==> src/hdl/timer_evt_pkg.sv <==
// constants for the timer event, capture and interrupt-flag block
package timer_evt_pkg;
	localparam int ADDR_W = 4;
	localparam int DATA_W = 8;
	localparam int COUNT_W = 16;

	localparam logic [3:0] OFS_EVENT_INPUT = 4'h4;
	localparam logic [3:0] OFS_IRQ_ENABLE  = 4'h5;
	localparam logic [3:0] OFS_IRQ_FLAG    = 4'h6;
	localparam logic [3:0] OFS_RUN_STATE   = 4'h7;
	localparam logic [3:0] OFS_DEBUG_HALT  = 4'h8;
	localparam logic [3:0] OFS_WIDE_LATCH  = 4'h9;
	localparam logic [3:0] OFS_COUNT_LO    = 4'ha;
	localparam logic [3:0] OFS_COUNT_HI    = 4'hb;
	localparam logic [3:0] OFS_SNAP_LO     = 4'hc;
	localparam logic [3:0] OFS_SNAP_HI     = 4'hd;

	localparam int BIT_EVENT_ENABLE = 0;
	localparam int BIT_EDGE         = 4;
	localparam int BIT_FILTER       = 6;
	localparam int BIT_SNAP_FLAG    = 0;
	localparam int BIT_RUN          = 0;
	localparam int BIT_BYPASS       = 0;

	localparam logic [7:0] RST_BYTE  = 8'h00;
	localparam logic [7:0] EVT_MASK  = 8'h51;
	localparam logic [7:0] BIT0_MASK = 8'h01;

	typedef enum logic [2:0] {
		MODE_PERIODIC  = 3'h0,
		MODE_TIMEOUT   = 3'h1,
		MODE_CAPTURE   = 3'h2,
		MODE_FREQ      = 3'h3,
		MODE_PULSE     = 3'h4,
		MODE_FREQPULSE = 3'h5,
		MODE_SINGLE    = 3'h6,
		MODE_PWM8      = 3'h7
	} timer_mode_t;

	typedef enum logic [2:0] {
		FP_IDLE = 3'b001,
		FP_MEAS = 3'b010,
		FP_WAIT = 3'b100
	} fp_state_t;
endpackage

==> src/hdl/edge_detect.sv <==
// rising and falling edge pulses of a synchronous level
`timescale 1ns/100ps
`default_nettype none
module edge_detect (
	input  wire logic mclk,     // peripheral clock
	input  wire logic rst_b,    // async reset, active low
	input  wire logic level,    // sampled level
	output logic      rise,     // one-cycle pulse on 0->1
	output logic      fall      // one-cycle pulse on 1->0
);
	logic prev_r;

	always_ff @(posedge mclk or negedge rst_b) begin
		if (!rst_b)
			prev_r <= 1'b0;
		else
			prev_r <= level;
	end

	assign rise = level & ~prev_r;
	assign fall = ~level & prev_r;
endmodule
`default_nettype wire

==> src/hdl/timer_event_capture_ctrl.sv <==
// event edge handling, capture flag, run status, debug halt and 16-bit access latch
`timescale 1ns/100ps
`default_nettype none
// Functional notes
// - time-out mode: polarity picks start/stop edges; single-shot starts on rising or either edge
// - periodic and 8-bit PWM modes ignore all events
// - capture mode: selected edge copies counter and sets flag, counting continues
// - frequency mode: selected edge captures, clears and restarts counter, sets flag
// - pulse-width mode: one edge clears/restarts, the other captures and sets flag
// - combined mode: first edge restarts, next opposite captures, second edge stops and flags
// - periodic, time-out, single-shot: flag set when counter equals 16-bit top
// - 8-bit PWM: flag set when counter equals low byte of compare value
// - captures keep counting, except frequency mode which restarts from bottom
// - events act only while event enable bit 0 is one
// - interrupt raised while flag set and interrupt enable bit 0 is one
// - flag clears on write one, or on capture register read in capture modes
// - run bit reads one while counting; read only
// - bypass bit zero halts block and ignores events during break debug
// - one shared 8-bit latch, readable and writable, serves all 16-bit registers
// - mode codes 0..7: periodic, timeout, capture, freq, pulse, both, single, pwm8
module timer_event_capture_ctrl #(
	parameter int CW = timer_evt_pkg::COUNT_W
) (
	input  wire logic                              mclk,          // 25 MHz peripheral clock
	input  wire logic                              rst_b,         // async reset, active low
	input  wire logic [timer_evt_pkg::ADDR_W-1:0]  regAddr,       // register address
	input  wire logic [timer_evt_pkg::DATA_W-1:0]  regWdata,      // write data
	input  wire logic                              regWr,         // write strobe
	input  wire logic                              regRd,         // read strobe
	output logic      [timer_evt_pkg::DATA_W-1:0]  regRdata,      // read data, cycle after strobe
	input  wire logic                              eventIn,       // routed event level
	input  wire logic [2:0]                        timerOperatingSelect, // mode code
	input  wire logic                              timerEnable,   // peripheral enabled
	input  wire logic                              cpuHalted,     // processor in break debug
	input  wire logic [CW-1:0]                     counterValue,  // live count
	input  wire logic [CW-1:0]                     compareSnapshotValue, // capture/compare value
	output logic                                   counterRun,    // counter may advance
	output logic                                   counterClear,  // pulse: count to bottom
	output logic                                   captureLoad,   // pulse: load capture value
	output logic      [CW-1:0]                     captureValue,  // count captured
	output logic                                   countWrite,    // pulse: commit count write
	output logic                                   snapWrite,     // pulse: commit compare write
	output logic      [CW-1:0]                     wideWriteData, // 16-bit data of commit
	output logic                                   irq            // interrupt request level
);
	logic [7:0]  eventInputR;
	logic [7:0]  irqEnableR;
	logic        snapFlagR;
	logic        bypassR;
	logic [7:0]  wideLatchR;
	logic        runFlagR;
	logic [7:0]  rdataR;
	logic        clearR;
	logic        loadR;
	logic [CW-1:0] captureR;
	logic        countWrR;
	logic        snapWrR;
	logic [CW-1:0] wideDataR;
	timer_evt_pkg::fp_state_t fpStateR;
	timer_evt_pkg::fp_state_t fpStateNxt;

	wire timer_evt_pkg::timer_mode_t mode = timer_evt_pkg::timer_mode_t'(timerOperatingSelect);

	// address decode
	wire wrEvt    = regWr && (regAddr == timer_evt_pkg::OFS_EVENT_INPUT);
	wire wrIen    = regWr && (regAddr == timer_evt_pkg::OFS_IRQ_ENABLE);
	wire wrFlag   = regWr && (regAddr == timer_evt_pkg::OFS_IRQ_FLAG);
	wire wrDbg    = regWr && (regAddr == timer_evt_pkg::OFS_DEBUG_HALT);
	wire wrLatch  = regWr && (regAddr == timer_evt_pkg::OFS_WIDE_LATCH);
	wire wrCtrLo  = regWr && (regAddr == timer_evt_pkg::OFS_COUNT_LO);
	wire wrCtrHi  = regWr && (regAddr == timer_evt_pkg::OFS_COUNT_HI);
	wire wrSnapLo = regWr && (regAddr == timer_evt_pkg::OFS_SNAP_LO);
	wire wrSnapHi = regWr && (regAddr == timer_evt_pkg::OFS_SNAP_HI);
	wire rdCtrLo  = regRd && (regAddr == timer_evt_pkg::OFS_COUNT_LO);
	wire rdSnapLo = regRd && (regAddr == timer_evt_pkg::OFS_SNAP_LO);

	// edge detection of the routed event
	logic evRise;
	logic evFall;
	edge_detect u_edge (
		.mclk  (mclk),
		.rst_b (rst_b),
		.level (eventIn),
		.rise  (evRise),
		.fall  (evFall)
	);

	wire halted   = cpuHalted && !bypassR;
	wire evEnable = eventInputR[timer_evt_pkg::BIT_EVENT_ENABLE] && !halted;
	wire edgeSel  = eventInputR[timer_evt_pkg::BIT_EDGE];
	// posSel: the edge that polarity 0 maps to rising; negSel the opposite one
	wire posSel   = evEnable && (edgeSel ? evFall : evRise);
	wire negSel   = evEnable && (edgeSel ? evRise : evFall);
	wire anySel   = evEnable && (evRise || evFall);

	wire isTimeout = (mode == timer_evt_pkg::MODE_TIMEOUT);
	wire isSingle  = (mode == timer_evt_pkg::MODE_SINGLE);
	wire isEvSnap  = (mode == timer_evt_pkg::MODE_CAPTURE);
	wire isFreq    = (mode == timer_evt_pkg::MODE_FREQ);
	wire isPulse   = (mode == timer_evt_pkg::MODE_PULSE);
	wire isFp      = (mode == timer_evt_pkg::MODE_FREQPULSE);
	wire isPwm     = (mode == timer_evt_pkg::MODE_PWM8);
	wire isTopMode = (mode == timer_evt_pkg::MODE_PERIODIC) || isTimeout || isSingle;
	wire isCaptureMode = isEvSnap || isFreq || isPulse || isFp;
	// modes that count freely once enabled; the others wait for a start
	wire freeRun   = !(isTimeout || isSingle || isFp);

	// event actions per mode; periodic and pwm8 have none
	wire fpFirst   = isFp && posSel && (fpStateR == timer_evt_pkg::FP_IDLE);
	wire fpGrab    = isFp && negSel && (fpStateR == timer_evt_pkg::FP_MEAS);
	wire fpStop    = isFp && posSel && (fpStateR == timer_evt_pkg::FP_WAIT);
	wire singleGo  = isSingle && (edgeSel ? anySel : evRise && evEnable);
	wire evStart   = (isTimeout && posSel) || singleGo || fpFirst;
	wire evStop    = (isTimeout && negSel) || fpStop;
	wire evCapture = (isEvSnap && posSel) || (isFreq && posSel)
		|| (isPulse && negSel) || fpGrab;
	wire evClear   = (isFreq && posSel) || (isPulse && posSel) || fpFirst;

	wire running   = timerEnable && !halted && (freeRun || runFlagR);
	wire topMatch  = running && isTopMode && (counterValue == compareSnapshotValue);
	wire pwmMatch  = running && isPwm
		&& (counterValue[7:0] == compareSnapshotValue[7:0]);
	wire singleEnd = running && isSingle && (counterValue == compareSnapshotValue);

	wire flagSet   = topMatch || pwmMatch || (isCaptureMode && !isFp && evCapture)
		|| fpStop;
	wire flagClr   = (wrFlag && regWdata[timer_evt_pkg::BIT_SNAP_FLAG])
		|| (rdSnapLo && isCaptureMode);

	always_comb begin
		fpStateNxt = fpStateR;
		case (fpStateR)
			timer_evt_pkg::FP_IDLE: begin
				if (fpFirst)
					fpStateNxt = timer_evt_pkg::FP_MEAS;
			end
			timer_evt_pkg::FP_MEAS: begin
				if (fpGrab)
					fpStateNxt = timer_evt_pkg::FP_WAIT;
			end
			timer_evt_pkg::FP_WAIT: begin
				if (fpStop)
					fpStateNxt = timer_evt_pkg::FP_IDLE;
			end
			default: fpStateNxt = timer_evt_pkg::FP_IDLE;
		endcase
		if (!isFp)
			fpStateNxt = timer_evt_pkg::FP_IDLE;
	end

	// read data selection
	logic [7:0] rdMux;
	always_comb begin
		rdMux = timer_evt_pkg::RST_BYTE;
		if (regAddr == timer_evt_pkg::OFS_EVENT_INPUT)
			rdMux = eventInputR;
		else if (regAddr == timer_evt_pkg::OFS_IRQ_ENABLE)
			rdMux = irqEnableR;
		else if (regAddr == timer_evt_pkg::OFS_IRQ_FLAG)
			rdMux = {7'h00, snapFlagR};
		else if (regAddr == timer_evt_pkg::OFS_RUN_STATE)
			rdMux = {7'h00, running};
		else if (regAddr == timer_evt_pkg::OFS_DEBUG_HALT)
			rdMux = {7'h00, bypassR};
		else if (regAddr == timer_evt_pkg::OFS_WIDE_LATCH)
			rdMux = wideLatchR;
		else if (regAddr == timer_evt_pkg::OFS_COUNT_LO)
			rdMux = counterValue[7:0];
		else if (regAddr == timer_evt_pkg::OFS_SNAP_LO)
			rdMux = compareSnapshotValue[7:0];
		else if (regAddr == timer_evt_pkg::OFS_COUNT_HI || regAddr == timer_evt_pkg::OFS_SNAP_HI)
			rdMux = wideLatchR;
	end

	// software control registers
	always_ff @(posedge mclk or negedge rst_b) begin
		if (!rst_b) begin
			eventInputR <= timer_evt_pkg::RST_BYTE;
			irqEnableR  <= timer_evt_pkg::RST_BYTE;
			bypassR     <= 1'b0;
		end else begin
			if (wrEvt)
				eventInputR <= regWdata & timer_evt_pkg::EVT_MASK;
			if (wrIen)
				irqEnableR <= regWdata & timer_evt_pkg::BIT0_MASK;
			if (wrDbg)
				bypassR <= regWdata[timer_evt_pkg::BIT_BYPASS];
		end
	end

	// shared latch: low read grabs high byte, low write parks data
	always_ff @(posedge mclk or negedge rst_b) begin
		if (!rst_b)
			wideLatchR <= timer_evt_pkg::RST_BYTE;
		else if (rdCtrLo)
			wideLatchR <= counterValue[15:8];
		else if (rdSnapLo)
			wideLatchR <= compareSnapshotValue[15:8];
		else if (wrLatch || wrCtrLo || wrSnapLo)
			wideLatchR <= regWdata;
	end

	// high write commits both bytes in one cycle
	always_ff @(posedge mclk or negedge rst_b) begin
		if (!rst_b) begin
			countWrR  <= 1'b0;
			snapWrR   <= 1'b0;
			wideDataR <= '0;
		end else begin
			countWrR <= wrCtrHi;
			snapWrR  <= wrSnapHi;
			if (wrCtrHi || wrSnapHi)
				wideDataR <= {regWdata, wideLatchR};
		end
	end

	// flag: a set in the same cycle as a clear wins
	always_ff @(posedge mclk or negedge rst_b) begin
		if (!rst_b)
			snapFlagR <= 1'b0;
		else if (flagSet)
			snapFlagR <= 1'b1;
		else if (flagClr)
			snapFlagR <= 1'b0;
	end

	// start/stop state for modes that wait for an event
	always_ff @(posedge mclk or negedge rst_b) begin
		if (!rst_b)
			runFlagR <= 1'b0;
		else if (!timerEnable || freeRun)
			runFlagR <= 1'b0;
		else if (evStart)
			runFlagR <= 1'b1;
		else if (evStop || singleEnd)
			runFlagR <= 1'b0;
	end

	always_ff @(posedge mclk or negedge rst_b) begin
		if (!rst_b)
			fpStateR <= timer_evt_pkg::FP_IDLE;
		else
			fpStateR <= fpStateNxt;
	end

	// capture and restart pulses toward the counter
	always_ff @(posedge mclk or negedge rst_b) begin
		if (!rst_b) begin
			clearR   <= 1'b0;
			loadR    <= 1'b0;
			captureR <= '0;
		end else begin
			clearR <= evClear;
			loadR  <= evCapture;
			if (evCapture)
				captureR <= counterValue;
		end
	end

	// read data stands for one cycle only
	always_ff @(posedge mclk or negedge rst_b) begin
		if (!rst_b)
			rdataR <= timer_evt_pkg::RST_BYTE;
		else if (regRd)
			rdataR <= rdMux;
		else
			rdataR <= timer_evt_pkg::RST_BYTE;
	end

	assign regRdata      = rdataR;
	assign counterRun    = running;
	assign counterClear  = clearR;
	assign captureLoad   = loadR;
	assign captureValue  = captureR;
	assign countWrite    = countWrR;
	assign snapWrite     = snapWrR;
	assign wideWriteData = wideDataR;
	assign irq           = snapFlagR && irqEnableR[0];
endmodule
`default_nettype wire

==> config.mk <==
export PLATFORM = sky130hd
export DESIGN_NAME = timer_event_capture_ctrl
export DESIGN_NICKNAME = d
export VERILOG_FILES = /design/src/hdl/timer_evt_pkg.sv /design/src/hdl/edge_detect.sv /design/src/hdl/timer_event_capture_ctrl.sv
export SDC_FILE = /design/constraint.sdc
export NUM_CORES = 1
export LEC_CHECK = 0
export BUFFER_PORTS_ARGS = -buffer_cell sky130_fd_sc_hd__buf_2
export CAP_MARGIN = 5
export CORE_MARGIN = 3
export CORE_UTILIZATION = 47
export CTS_BUF_LIST = sky130_fd_sc_hd__clkbuf_8 sky130_fd_sc_hd__clkbuf_16
export DETAILED_ROUTE_END_ITERATION = 12
export GPL_ROUTABILITY_DRIVEN = 0
export PLACE_DENSITY_LB_ADDON = 0.1
export SETUP_SLACK_MARGIN = 0.4
export SLEW_MARGIN = 0
export SYNTH_ARGS = -nofsm -noshare
export SYNTH_HDL_FRONTEND = slang
export SYNTH_SLANG_ARGS = --single-unit
==> constraint.sdc <==
create_clock -name mclk -period 2.1 [get_ports mclk]
set_input_delay 0.105 -clock mclk [delete_from_list [all_inputs] [get_ports mclk]]
set_output_delay 0.105 -clock mclk [all_outputs]
set_load 0.005 [all_outputs]
==> After elaboration in Yosys (flattened, before gate mapping) <==
Index checks and enable logic that the tools add are counted.
{ "totals": {"n_memories": 0, "mem_bits_rw": 0, "regBits": 63, "romBits": 0, "input_bits": 54, "latchBits": 0} }
{ "op_classes": {"div": 0, "reduce_logical": 79, "n_mul": 0, "bitwise": 4, "order_cmp": 0, "n_shift": 0, "muxes": 26, "n_eq_ne": 25, "add_sub_neg": 0} }
{ "op_table": {"columns": ["op", "n"], "rows": [
  ["two-way mux 8 bit", 13],
  ["logical AND 1 bit", 42],
  ["logical OR 1 bit", 27],
  ["== test 4 bit (second input constant)", 6],
  ["== test 16 bit", 1],
  ["== test 4 x 3 -> 1 bit (second input constant)", 4],
  ["== test 3 bit (second input constant)", 5],
  ["two-way mux 3 bit", 4],
  ["== test 3 x 2 -> 1 bit (second input constant)", 3],
  ["!= test 3 bit (second input constant)", 3],
  ["case mux 3 bit (3 select lines)", 1],
  ["== test 8 bit", 1],
  ["two-way mux 1 bit", 8],
  ["== test 3 x 1 -> 1 bit (second input constant)", 2],
  ["nonzero test 3 bit", 2],
  ["zero test 1 bit", 5],
  ["zero test 3 bit", 1],
  ["AND reduction 3 bit", 1],
  ["AND 1 bit", 2],
  ["inverter 1 bit", 2],
  ["nonzero test 2 bit", 1]
]} }

==> Depth between registers and ports, before layout <==
Gate-level depths: netlist of run 1.
{ "logic_depth": {"ltp_word": 13, "depth_mapped": 8, "ltp_nobuf": 7} }

==> By module <==
A second synthesis of run 1 with hierarchy kept.
{ "unflattened": {"cells_unflattened": 304, "area_unflattened_um2": 3305.7} }
{ "by_module_without_submodules": {"columns": ["module", "n_inst", "cells_each", "area_per_inst_um2"], "rows": [
  ["timer_event_capture_ctrl", 1, 301, 3265.6],
  ["edge_detect", 1, 3, 40.0]
]} }

==> Least setup slack after synthesis of run 1 <==
Ideal clock, no wire load.
{ "synth_timing": {"path_type": "reg2reg", "from": "register u_edge.prev_r", "to": "register captureR[10] (netlist: captureValue[10])", "path_stages_with_launch": 8, "period_less_slack_ps": 1788, "path_slack_ps": 312, "t_arrival_ps": 1663, "setup_ps": 125, "cell_sequence": "dfrtp_1 > ha_1 > mux2i_1 > nor3_4 > a32o_1 > buf_6 > buf_12 > mux2_4"} }
{ "synth_between": {"elab_chain_len": 8, "word_cells_on_any_way": 15} }
{ "synth_rtl": {"columns": ["item", "line_no", "source"], "rows": [
  ["start: declaration", "edge_detect.sv:11", "logic prev_r;"],
  ["start signal: assignment", "edge_detect.sv:17", "prev_r <= level;"],
  ["inverter 1 bit", "edge_detect.sv:20", "assign rise = level & ~prev_r;"],
  ["AND 1 bit", "edge_detect.sv:20", null],
  ["two-way mux 1 bit", "timer_event_capture_ctrl.sv:92", "wire posSel = evEnable && (edgeSel ? evFall : evRise);"],
  ["logical AND 1 bit", "timer_event_capture_ctrl.sv:92", null],
  ["logical AND 1 bit", "timer_event_capture_ctrl.sv:115", "wire evCapture = (isEvSnap && posSel) || (isFreq && posSel)"],
  ["logical OR 1 bit", "timer_event_capture_ctrl.sv:115", null],
  ["logical OR 1 bit", "timer_event_capture_ctrl.sv:116", "|| (isPulse && negSel) || fpGrab;"],
  ["logical OR 1 bit *", "timer_event_capture_ctrl.sv:116", null],
  ["named net evCapture", "timer_event_capture_ctrl.sv:115", null],
  ["end signal: assignment", "timer_event_capture_ctrl.sv:256", "captureR <= counterValue;"],
  ["end: declaration", "timer_event_capture_ctrl.sv:55", "logic [CW-1:0] captureR;"]
]} }
The timed path passes the listed nets; every way through them passes the cells marked *.
A chain may end at the register's enable or synchronous reset.

==> Worst setup path in the final report of run 1 <==
{ "layout_timing": {"from": "register u_edge.prev_r", "to": "register captureR[0] (netlist: captureValue[0])"} }
{ "layout_between": {"elab_chain_len": 8, "word_cells_on_any_way": 15} }
{ "layout_rtl": {"columns": ["item", "line_no"], "rows": [
  ["inverter 1 bit", "edge_detect.sv:20"],
  ["AND 1 bit", "edge_detect.sv:20"],
  ["two-way mux 1 bit", "timer_event_capture_ctrl.sv:92"],
  ["logical AND 1 bit", "timer_event_capture_ctrl.sv:92"],
  ["logical AND 1 bit", "timer_event_capture_ctrl.sv:115"],
  ["logical OR 1 bit", "timer_event_capture_ctrl.sv:115"],
  ["logical OR 1 bit", "timer_event_capture_ctrl.sv:116"],
  ["logical OR 1 bit *", "timer_event_capture_ctrl.sv:116"]
]} }
Every way passes the cells marked *; elsewhere a longest branch is shown, timed or not.

==> results of run 1 <==
## cells in the mapped netlist (2+ instances only)
cell and instances:
a21oi_1 13, a22o_1 7, a22oi_1 10, a32oi_1 2, and3_1 2, buf_2 7, buf_6 3, clkbuf_1 4
dfrtp_1 62, ha_1 2, inv_1 6, mux2_1 22, mux2_2 4, mux2_4 19, mux2i_1 10, nand2_1 13
nand2b_1 5, nand3_1 10, nand3b_1 3, nand4_1 3, nor2_1 24, nor2b_1 10, nor3_1 5, nor4_1 4
o2111a_1 2, o21a_1 2, o21ai_0 3, o21ai_1 4, o22a_1 2, o22ai_1 2, xor2_1 16
## where the power goes
group / total (mW) / internal [mW] / switching (mW) / leakage [nW]
Sequential: 1.74 / 1.53 / 0.203 / 0.796
Combinational: 1.05 / 0.632 / 0.421 / 1.26
Clock: 1.09 / 0.560 / 0.530 / 0.0964
## final cells by class
cell class	instances	area, um^2
Tap cell	96	120
Multi-Input combinational cell	216	1750
Inverter	6	22.5
Sequential cell	63	1580
Clock inverter	7	80.1
Clock buffer	9	124
Fill cell	603	2510
Timing Repair Buffer	119	723
## logic make-up after synthesis
kind of cell / count (synthesis) / share of synthesized area
AO/OA/AOI/OAI: 55 / 0.114
XOR/XNOR: 16 / 0.0412
adder cells (fa/ha/maj): 2 / 0.00736
buffers and inverters: 21 / 0.0372
flip-flops: 63 / 0.464
multiplexers: 55 / 0.199
AND/OR/NAND/NOR: 88 / 0.137
## worst register-to-register path, delay by kind of cell, from the launching register on
family	cells	cell delay, ns
adder cells (fa/ha/maj)	1	0.20
AND/OR/NAND/NOR	1	0.06
multiplexers	2	0.50
flip-flops	1	0.40
AO/OA/AOI/OAI	1	0.35
buffers and inverters	1	0.16
## cells in the final DEF (no fill, tap or decap), drive strengths merged, types with 2 or more instances in the layout
cell type	synthesis	final
o21a	2	2
o21ai	7	7
a22oi	10	10
nand2b	5	5
dlygate4sd3	0	7
mux2i	10	10
clkinv	0	2
clkbuf	4	11
a22o	7	7
nor2	24	24
xor2	16	16
a21oi	13	13
nor4	4	4
clkinvlp	0	2
nand2	13	13
o2111a	2	2
nor3	7	7
a32oi	2	2
buf	11	110
nor2b	10	10
ha	2	2
and3	2	2
o22ai	2	2
nand4	3	3
inv	6	8
o22a	2	2
nand3	10	10
nand3b	3	3
mux2	45	45
dfrtp	62	62
## sequential cells by signal (all words and copies together) (netlist names), 3 cells and up
signal and count:
captureValue 16, wideLatchR 8, regRdata 8, fpStateR 3, eventInputR 3, wideWriteData 16
## metal layers
metal  vias up  global-route usage
met5         -                   0
met3        17              0.0398
met4         0              0.0892
li1       1322                   -
met2        89               0.351
met1      1370               0.285
## timing repair
action | in CTS | in global routing
cloned | 0 | 2
endpoints found under the hold margin | 32 | 0
pin swaps | 1 | 0
hold buffers | 7 | 0
setup buffers | 1 | 0
setup endpoints to repair | 16 | 16
gates resized for setup | 0 | 12
## through the flow
stage	worst slack (ns)	instance area, um^2	utilization	total power [mW]
after global routing	0.250	4400	0.637	4.11
final	0.301	4400	0.637	3.88
after CTS	0.272	4300	0.623	3.86
after detailed placement	0.226	4020	0.582	2.75
after global placement	0.297	4020	0.582	2.72
after floorplan	0.322	3410	-	2.25
## path summary, 6_finish.rpt
path                             startpoint                 to  slack (ns)
min reg2reg                wideWriteData[1]   wideWriteData[1]        0.49
min                             regWdata[6]     eventInputR[6]        0.02
min in group asynchronous             rst_b  wideWriteData[14]        0.34
max in group asynchronous             rst_b        fpStateR[0]        1.09
max                           u_edge.prev_r    captureValue[0]        0.30
max reg2reg                   u_edge.prev_r    captureValue[0]        0.30
==> impl_metrics.ini, run 1 <==
[outcome]
outcome = complete, no violations

[cells_and_area]
diodes = 0
syn2layout_area_growth_pct = 29.3
stdcell_count = 516
drive_above_1_share = 0.398
nNetsFinal = 471

[setup_path]
worst-path-max-fanout = 5
cp.depth = 6
cp_data_required_time_ns = 2.32
ff2ff_path_depth = 6
worst_setup_path_end_kind = flop
crit_buf_inv = 1
startpoint_type = flop
cp_cell_sequence = ha_2, mux2i_1, nor3_2, a32o_2, buf_12, mux2_1
cp_top_family = multiplexers
crit_path_top_delay_cell = dfrtp_1
worstPathArrival_ns = 2.02
critPathMaxStageDelay_ns = 0.40
worstSetupPathType = reg -> reg

[floorplanning]
die_h_um = 91.1
coreArea_um2 = 6910
start_util = 0.492
rows = 30
io_pins = 100
die_area_um2 = 8290
die_w_um = 91.1

[cts]
cts_max_path_buffers = 2
numCtsBuffers = 9
tritoncts = yes
clk_pin_slew_worst_paths_ns = 0.07
cts_max_level = 3
root_buffer = clkbuf_8
cts_num_sinks = 63
worst_skew_pair.late_latency_ns = 0.35

[drt]
wl_met3_um = 412
top_layer = met4
wl_met1_um = 3920
firstDrtPassIters = 4
drc_errors = 0
wirelength_um = 8820
num_vias = 2798
via_per_inst = 5.42
wl_met2_um = 4310
wire_per_inst_um = 17.1
ant_nets = 0
drt_iter0_markers = 80

[run]
cap_violations = 0

[logic_synthesis]
syn_area_um2 = 3400
synth_edf_count = 0
synth_warnings = 0
synth-seq-cells = 63
syn-mean-instance-area_um2 = 11.3
synth-async-reset-ratio = 1.00
synth_top_flop_cell = dfrtp_1
synth_largest_area_cell = dfrtp_1
synth_cell_types = 50
yosysTopAreaCellShare = 0.456
netlist_instances = 300
synth_fp_nets = 356
yosys-top-cells-area = dfrtp_1, mux2_4, mux2_1
ys_seq_area_frac = 0.464

[power]
max-vdd-ir-drop_mv = 0.516
power_density_nw_per_um2 = 882
p_leak_nw = 2.15

[sta]
relSlewSlack = 0.574
slew_viol_final = 0
rsz0062_at_grt = true
fin_crit_sh = 0.857
setup_viol = 0
skew_ns = 0.00631
fmax_mhz = 556
tns_ns = 0
whs_ns = 0.0210
worstMarginPinSlew_ns = 0.639
finalCriticalPeriod_ns = 1.80
hold_viol = 0

[global_route]
grt_max_degree = 38
antenna_found_initial = 0
grt_overflow_total = 0
grt_first_pass_wirelength_um = 14100
first_global_vias = 2840
grt.total_usage = 0.216

[place]
port_buffers = 99
dp.cells = 490
dp_hpwl_um = 6420

[min_path]
holdPathStages = 2
hold_class = in -> reg
No activity file was read; power rests on OpenSTA's default activity.
==> inputs of run 2 (changes only) <==
==> constraint.sdc (replaced) <==
create_clock -name mclk -period 2.09 [get_ports mclk]
set_input_delay 0.1045 -clock mclk [delete_from_list [all_inputs] [get_ports mclk]]
set_output_delay 0.1045 -clock mclk [all_outputs]
set_load 0.005 [all_outputs]
==> run 2 against run 1 <==
Net effect:
- highest routed layer unchanged
- power is 0.20% higher
- largest cell class unchanged
- count of clock-buffer cells in the layout stayed put
- combinational power hardly changed
==> impl_metrics.ini, run 2 (synthesized netlist as in run 1, its figures left out) <==
[setup_path]
crit-reg2reg-launch = u_edge.prev_r
crit_path_top_delay_cell = dfrtp_1
worstSetupPathType = reg -> reg
rr_endpoint = captureValue[4]
worstPathArrival_ns = 2.01
cp_data_required_time_ns = 2.31
cp_cell_sequence = ha_2, mux2i_2, nor3_2, a32o_2, buf_12, mux2_1
cp_top_family = multiplexers
crit_buf_inv = 1
critPathMaxStageDelay_ns = 0.40
critPathLaunch = u_edge.prev_r
r2r_slack_ns = 0.30
endpoint = captureValue[4]
cp.depth = 6
worst-path-max-fanout = 9
startpoint_type = flop
worst_setup_path_end_kind = flop
ff2ff_path_depth = 6

[drt]
num_vias = 2813
drc_errors = 0
via_per_inst = 5.47
drt_iter0_markers = 93
firstDrtPassIters = 5
wirelength_um = 8900
ant_nets = 0
wire_per_inst_um = 17.3

[cts]
worst_skew_pair.late_latency_ns = 0.35
root_buffer = clkbuf_8
numCtsBuffers = 9
cts_max_path_buffers = 2
tritoncts = yes
cts_max_level = 3
clk_pin_slew_worst_paths_ns = 0.09
cts_num_sinks = 63

[place]
port_buffers = 99
placed_area_um2 = 4020
dp.cells = 490
dp_hpwl_um = 6400

[global_route]
grt_max_degree = 47
antenna_found_initial = 0
grt_first_pass_wirelength_um = 14600
grt.total_usage = 0.224
first_global_vias = 2830
grt_overflow_total = 0

[cells_and_area]
drive_above_1_share = 0.390
final_common_cell = buf_2
fin_area_um2 = 4350
final_core_util = 0.630
nNetsFinal = 469
diodes = 0
syn2layout_area_growth_pct = 27.9
final_cell_mix = buf_2, dfrtp_1, nor2_1, mux2_1, mux2_4
stdcell_count = 514

[outcome]
outcome = complete, no violations

[power]
fin_total_pwr_mw = 3.89
power_density_nw_per_um2 = 893
max-vdd-ir-drop_mv = 0.598
p_leak_nw = 2.13

[sta]
skew_ns = 0.0126
finalCriticalPeriod_ns = 1.79
fmax_mhz = 558
slew_viol_final = 0
fin_crit_sh = 0.858
rsz0062_at_grt = true
relSlewSlack = 0.656
tns_ns = 0
setup_viol = 0
hold_viol = 0
worstMarginPinSlew_ns = 0.512

[floorplanning]
rows = 30
die_area_um2 = 8290
die_h_um = 91.1
die_w_um = 91.1
start_util = 0.492
coreArea_um2 = 6910
io_pins = 100

[min_path]
hold_class = in -> reg

[run]
cap_violations = 0
==> run 2: cell types whose count changed in the layout (fill, tap and decap cells not counted) <==
cell and change:
mux2_1 +6, mux2_4 -6, clkbuf_16 -2, dlygate4sd3_1 -2
a32oi_1 -1, a32oi_2 +1, buf_16 +1, buf_4 +1
mux2i_1 -1, mux2i_2 +1
==> run 2: what timing repair did <==
action                                  CTS  global route
endpoints found under the setup margin   16            18
resized for setup                         7             2
hold endpoints to repair                 20             0
gates cloned                              1             0
pin swaps                                 1             2
buffers inserted                          2             0
hold buffers                              5             0
==> run 2: metrics by stage <==
stage	setup WS [ns]	hold WS [ns]
2_1_floorplan	0.312	-0.191
3_3_place_gp	0.283	0.0722
3_5_place_dp	0.220	0.0710
4_1_cts	0.287	0.000268
5_1_grt	0.220	0.00136
6_report	0.297	0.00934
==> run 2: how the worst min path moves through the flow <==
stage	cells past startpoint	slack (ns)	endpoint	startpoint
after floorplan	0	-0.19	bypassR	rst_b
after global placement	1	0.07	counterClear	rst_b
after detailed placement	1	0.07	counterClear	rst_b
after CTS	2	0.0003	captureValue[2]	counterValue[2]
after global routing	2	0.001	captureValue[3]	counterValue[3]
final	2	0.009	captureValue[2]	counterValue[2]
==> run 2: layout make-up <==
type,count,area (um^2)
Clock buffer,9,124
Clock inverter,7,80.1
Fill cell,623,2560
Inverter,6,22.5
Multi-Input combinational cell,216,1740
Sequential cell,63,1580
Tap cell,96,120
Timing Repair Buffer,117,688
==> run 2: power breakdown <==
| part | switching, mW | internal (mW) | total (mW) |
|---|---|---|---|
| combinational | 0.424 | 0.597 | 1.02 |
| sequential | 0.209 | 1.54 | 1.75 |
| clock | 0.554 | 0.563 | 1.12 |
==> run 2: per-layer routing <==
metal,global-route usage,up-vias,part of all wire
met2,0.354,104,0.48
met1,0.300,1385,0.44
met5,0,-,0
met4,0.0616,0,0.014
met3,0.0663,13,0.065
li1,-,1311,-
==> run 2: worst reg2reg max path, stage by stage, from the launching register on <==
cell and delay (ns):
dfrtp_1 0.40, ha_2 0.21, mux2i_2 0.19, nor3_2 0.07, a32o_2 0.31, buf_12 0.17, mux2_1 0.32
==> inputs of run 3 (changes only) <==
--- a/config.mk
+++ b/config.mk
@@ -17,4 +17,5 @@
 export SLEW_MARGIN = 0
 export SYNTH_ARGS = -nofsm -noshare
 export SYNTH_HDL_FRONTEND = slang
+export SYNTH_HIERARCHICAL = 1
 export SYNTH_SLANG_ARGS = --single-unit
==> run 3 against run 2 <==
Net effect:
- highest routed layer unchanged
- critical path depth did not move
- first-iteration DRC count rose by 58%
- global-route usage fell by 0.40 points
- wire length is 3.9% lower
- largest cell class unchanged
- maximum frequency fell by 1.0%
- clock power shrank 4%
- design area down 1.9%
- synthesized cell count grew 1.3%
==> impl_metrics.ini, run 3 <==
[logic_synthesis]
netlist_instances = 304
synth_common_cells = dfrtp_1, mux2_2, nand2_1
synth-seq-cells = 63
ys_seq_area_frac = 0.477
synth_fp_nets = 358
synth_most_common_cell = dfrtp_1
synth_cell_types = 51
synth_top_flop_cell = dfrtp_1
syn_area_um2 = 3310
yosys-top-cells-area = dfrtp_1, mux2_2, mux2_4
yosysTopAreaCellShare = 0.469
synth-async-reset-ratio = 1.00
synth_warnings = 6
synth_edf_count = 0
synth_largest_area_cell = dfrtp_1
syn-mean-instance-area_um2 = 10.9

[drt]
firstDrtPassIters = 4
ant_nets = 0
wl_met3_um = 509
wirelength_um = 8560
wl_met1_um = 4000
wl_met2_um = 3820
drc_errors = 0
via_per_inst = 5.31
wire_per_inst_um = 16.5
top_layer = met4
drt_iter0_markers = 147
num_vias = 2763

[place]
dp_hpwl_um = 6230
port_buffers = 99

[cells_and_area]
final_common_cell = buf_2
diodes = 0
n_fill_cell = 541
multi_input_area_um2 = 1640
drive_above_1_share = 0.445
syn2layout_area_growth_pct = 29.1
final_core_util = 0.650
nNetsFinal = 476
regArea_um2 = 1580
final_cell_mix = buf_2, dfrtp_1, mux2_2, nand2_1, nor2_1

[min_path]
holdPathStages = 2
hold_class = in -> reg
min_to = wideWriteData[9]
hp-start = regWdata[1]

[floorplanning]
coreArea_um2 = 6570
die_h_um = 89.9
rows = 29
die_w_um = 89.9
die_area_um2 = 8080
start_util = 0.503
io_pins = 100

[cts]
cts_num_sinks = 63
tritoncts = yes
cts_max_path_buffers = 2
cts_max_level = 3
numCtsBuffers = 9
clk_pin_slew_worst_paths_ns = 0.08
root_buffer = clkbuf_8
worst_skew_pair.late_latency_ns = 0.34

[power]
fin_total_pwr_mw = 3.75
max-vdd-ir-drop_mv = 0.669
p_leak_nw = 2.05
power_density_nw_per_um2 = 878

[setup_path]
worst_setup_path_end_kind = flop
r2r_slack_ns = 0.28
worst-path-max-fanout = 9
worstPathArrival_ns = 2.03
crit-reg2reg-launch = fpStateR[1]
ff2ff_path_depth = 6
rr_endpoint = captureValue[4]
startpoint_type = flop
worstSetupPathType = reg -> reg
cp_data_required_time_ns = 2.31

[global_route]
grt_overflow_total = 0
grt.total_usage = 0.220
grt_max_degree = 28
grt_first_pass_wirelength_um = 14200
antenna_found_initial = 0
first_global_vias = 2789

[outcome]
outcome = complete, no violations

[sta]
fmax_mhz = 552
skew_ns = 0.00887
fin_crit_sh = 0.866
setup_viol = 0
rsz0062_at_grt = true
hold_viol = 0
whs_ns = 0.0220
finalCriticalPeriod_ns = 1.81
slew_viol_final = 0
relSlewSlack = 0.613
tns_ns = 0
worstMarginPinSlew_ns = 0.577

[run]
cap_violations = 0
-- run 3: worst max path at each step --
stage                  startpoint                to  depth (start not counted)
global route        u_edge/prev_r   captureValue[2]                          7
floorplan             fpStateR[2]  captureValue[10]                          5
finish                fpStateR[1]   captureValue[4]                          6
CTS                   fpStateR[1]   captureValue[4]                          6
global placement       regAddr[2]     wideLatchR[2]                          6
detailed placement  u_edge/prev_r   captureValue[2]                          6
-- run 3: stage by stage --
stage / cell area, um^2 / instances / setup WS (ns)
global placement: 3900 / 489 / 0.284
floorplan: 3310 / 304 / 0.274
detailed placement: 3900 / 489 / 0.177
global route: 4270 / 520 / 0.200
finish: 4270 / 520 / 0.279
CTS: 4250 / 518 / 0.287
-- run 3: metal layers --
layer / GRT usage / vias up
li1: - / 1336
met1: 0.305 / 1310
met2: 0.332 / 100
met3: 0.0543 / 17
met4: 0.0893 / 0
met5: 0 / -
-- run 3: timing repair --
action	in CTS	in global routing
resized for setup	7	2
setup endpoints to repair	16	18
hold buffers	4	0
cloned	1	0
hold endpoints to repair	16	0
buffers inserted	8	2
-- run 3: report_power, final --
| part | internal [mW] | total (mW) | switching (mW) | leakage [nW] |
|---|---|---|---|---|
| registers | 1.53 | 1.72 | 0.199 | 0.799 |
| clock network | 0.552 | 1.07 | 0.519 | 0.0956 |
| logic | 0.563 | 0.954 | 0.390 | 1.15 |
-- run 3: layout make-up --
type	count	share of cell area
Inverter	5	0.00440
Sequential cell	63	0.370
Tap cell	93	0.0273
Clock inverter	7	0.0170
Multi-Input combinational cell	221	0.383
Clock buffer	9	0.0290
Timing Repair Buffer	122	0.169
-- run 3: cells by family after synthesis --
kind of cell           Yosys count  share of synthesized area
AND/OR/NAND/NOR                101                      0.153
flip-flops                      63                      0.477
AO/OA/AOI/OAI                   59                      0.130
multiplexers                    45                      0.164
buffers and inverters           20                     0.0329
XOR/XNOR                        16                     0.0424
-- run 3: critical path: stages, from the launching register on --
cell     delay [ns]
dfrtp_1        0.37
inv_2          0.06
o31a_1         0.33
o32ai_4        0.32
buf_6          0.14
buf_12         0.13
mux2_2         0.33
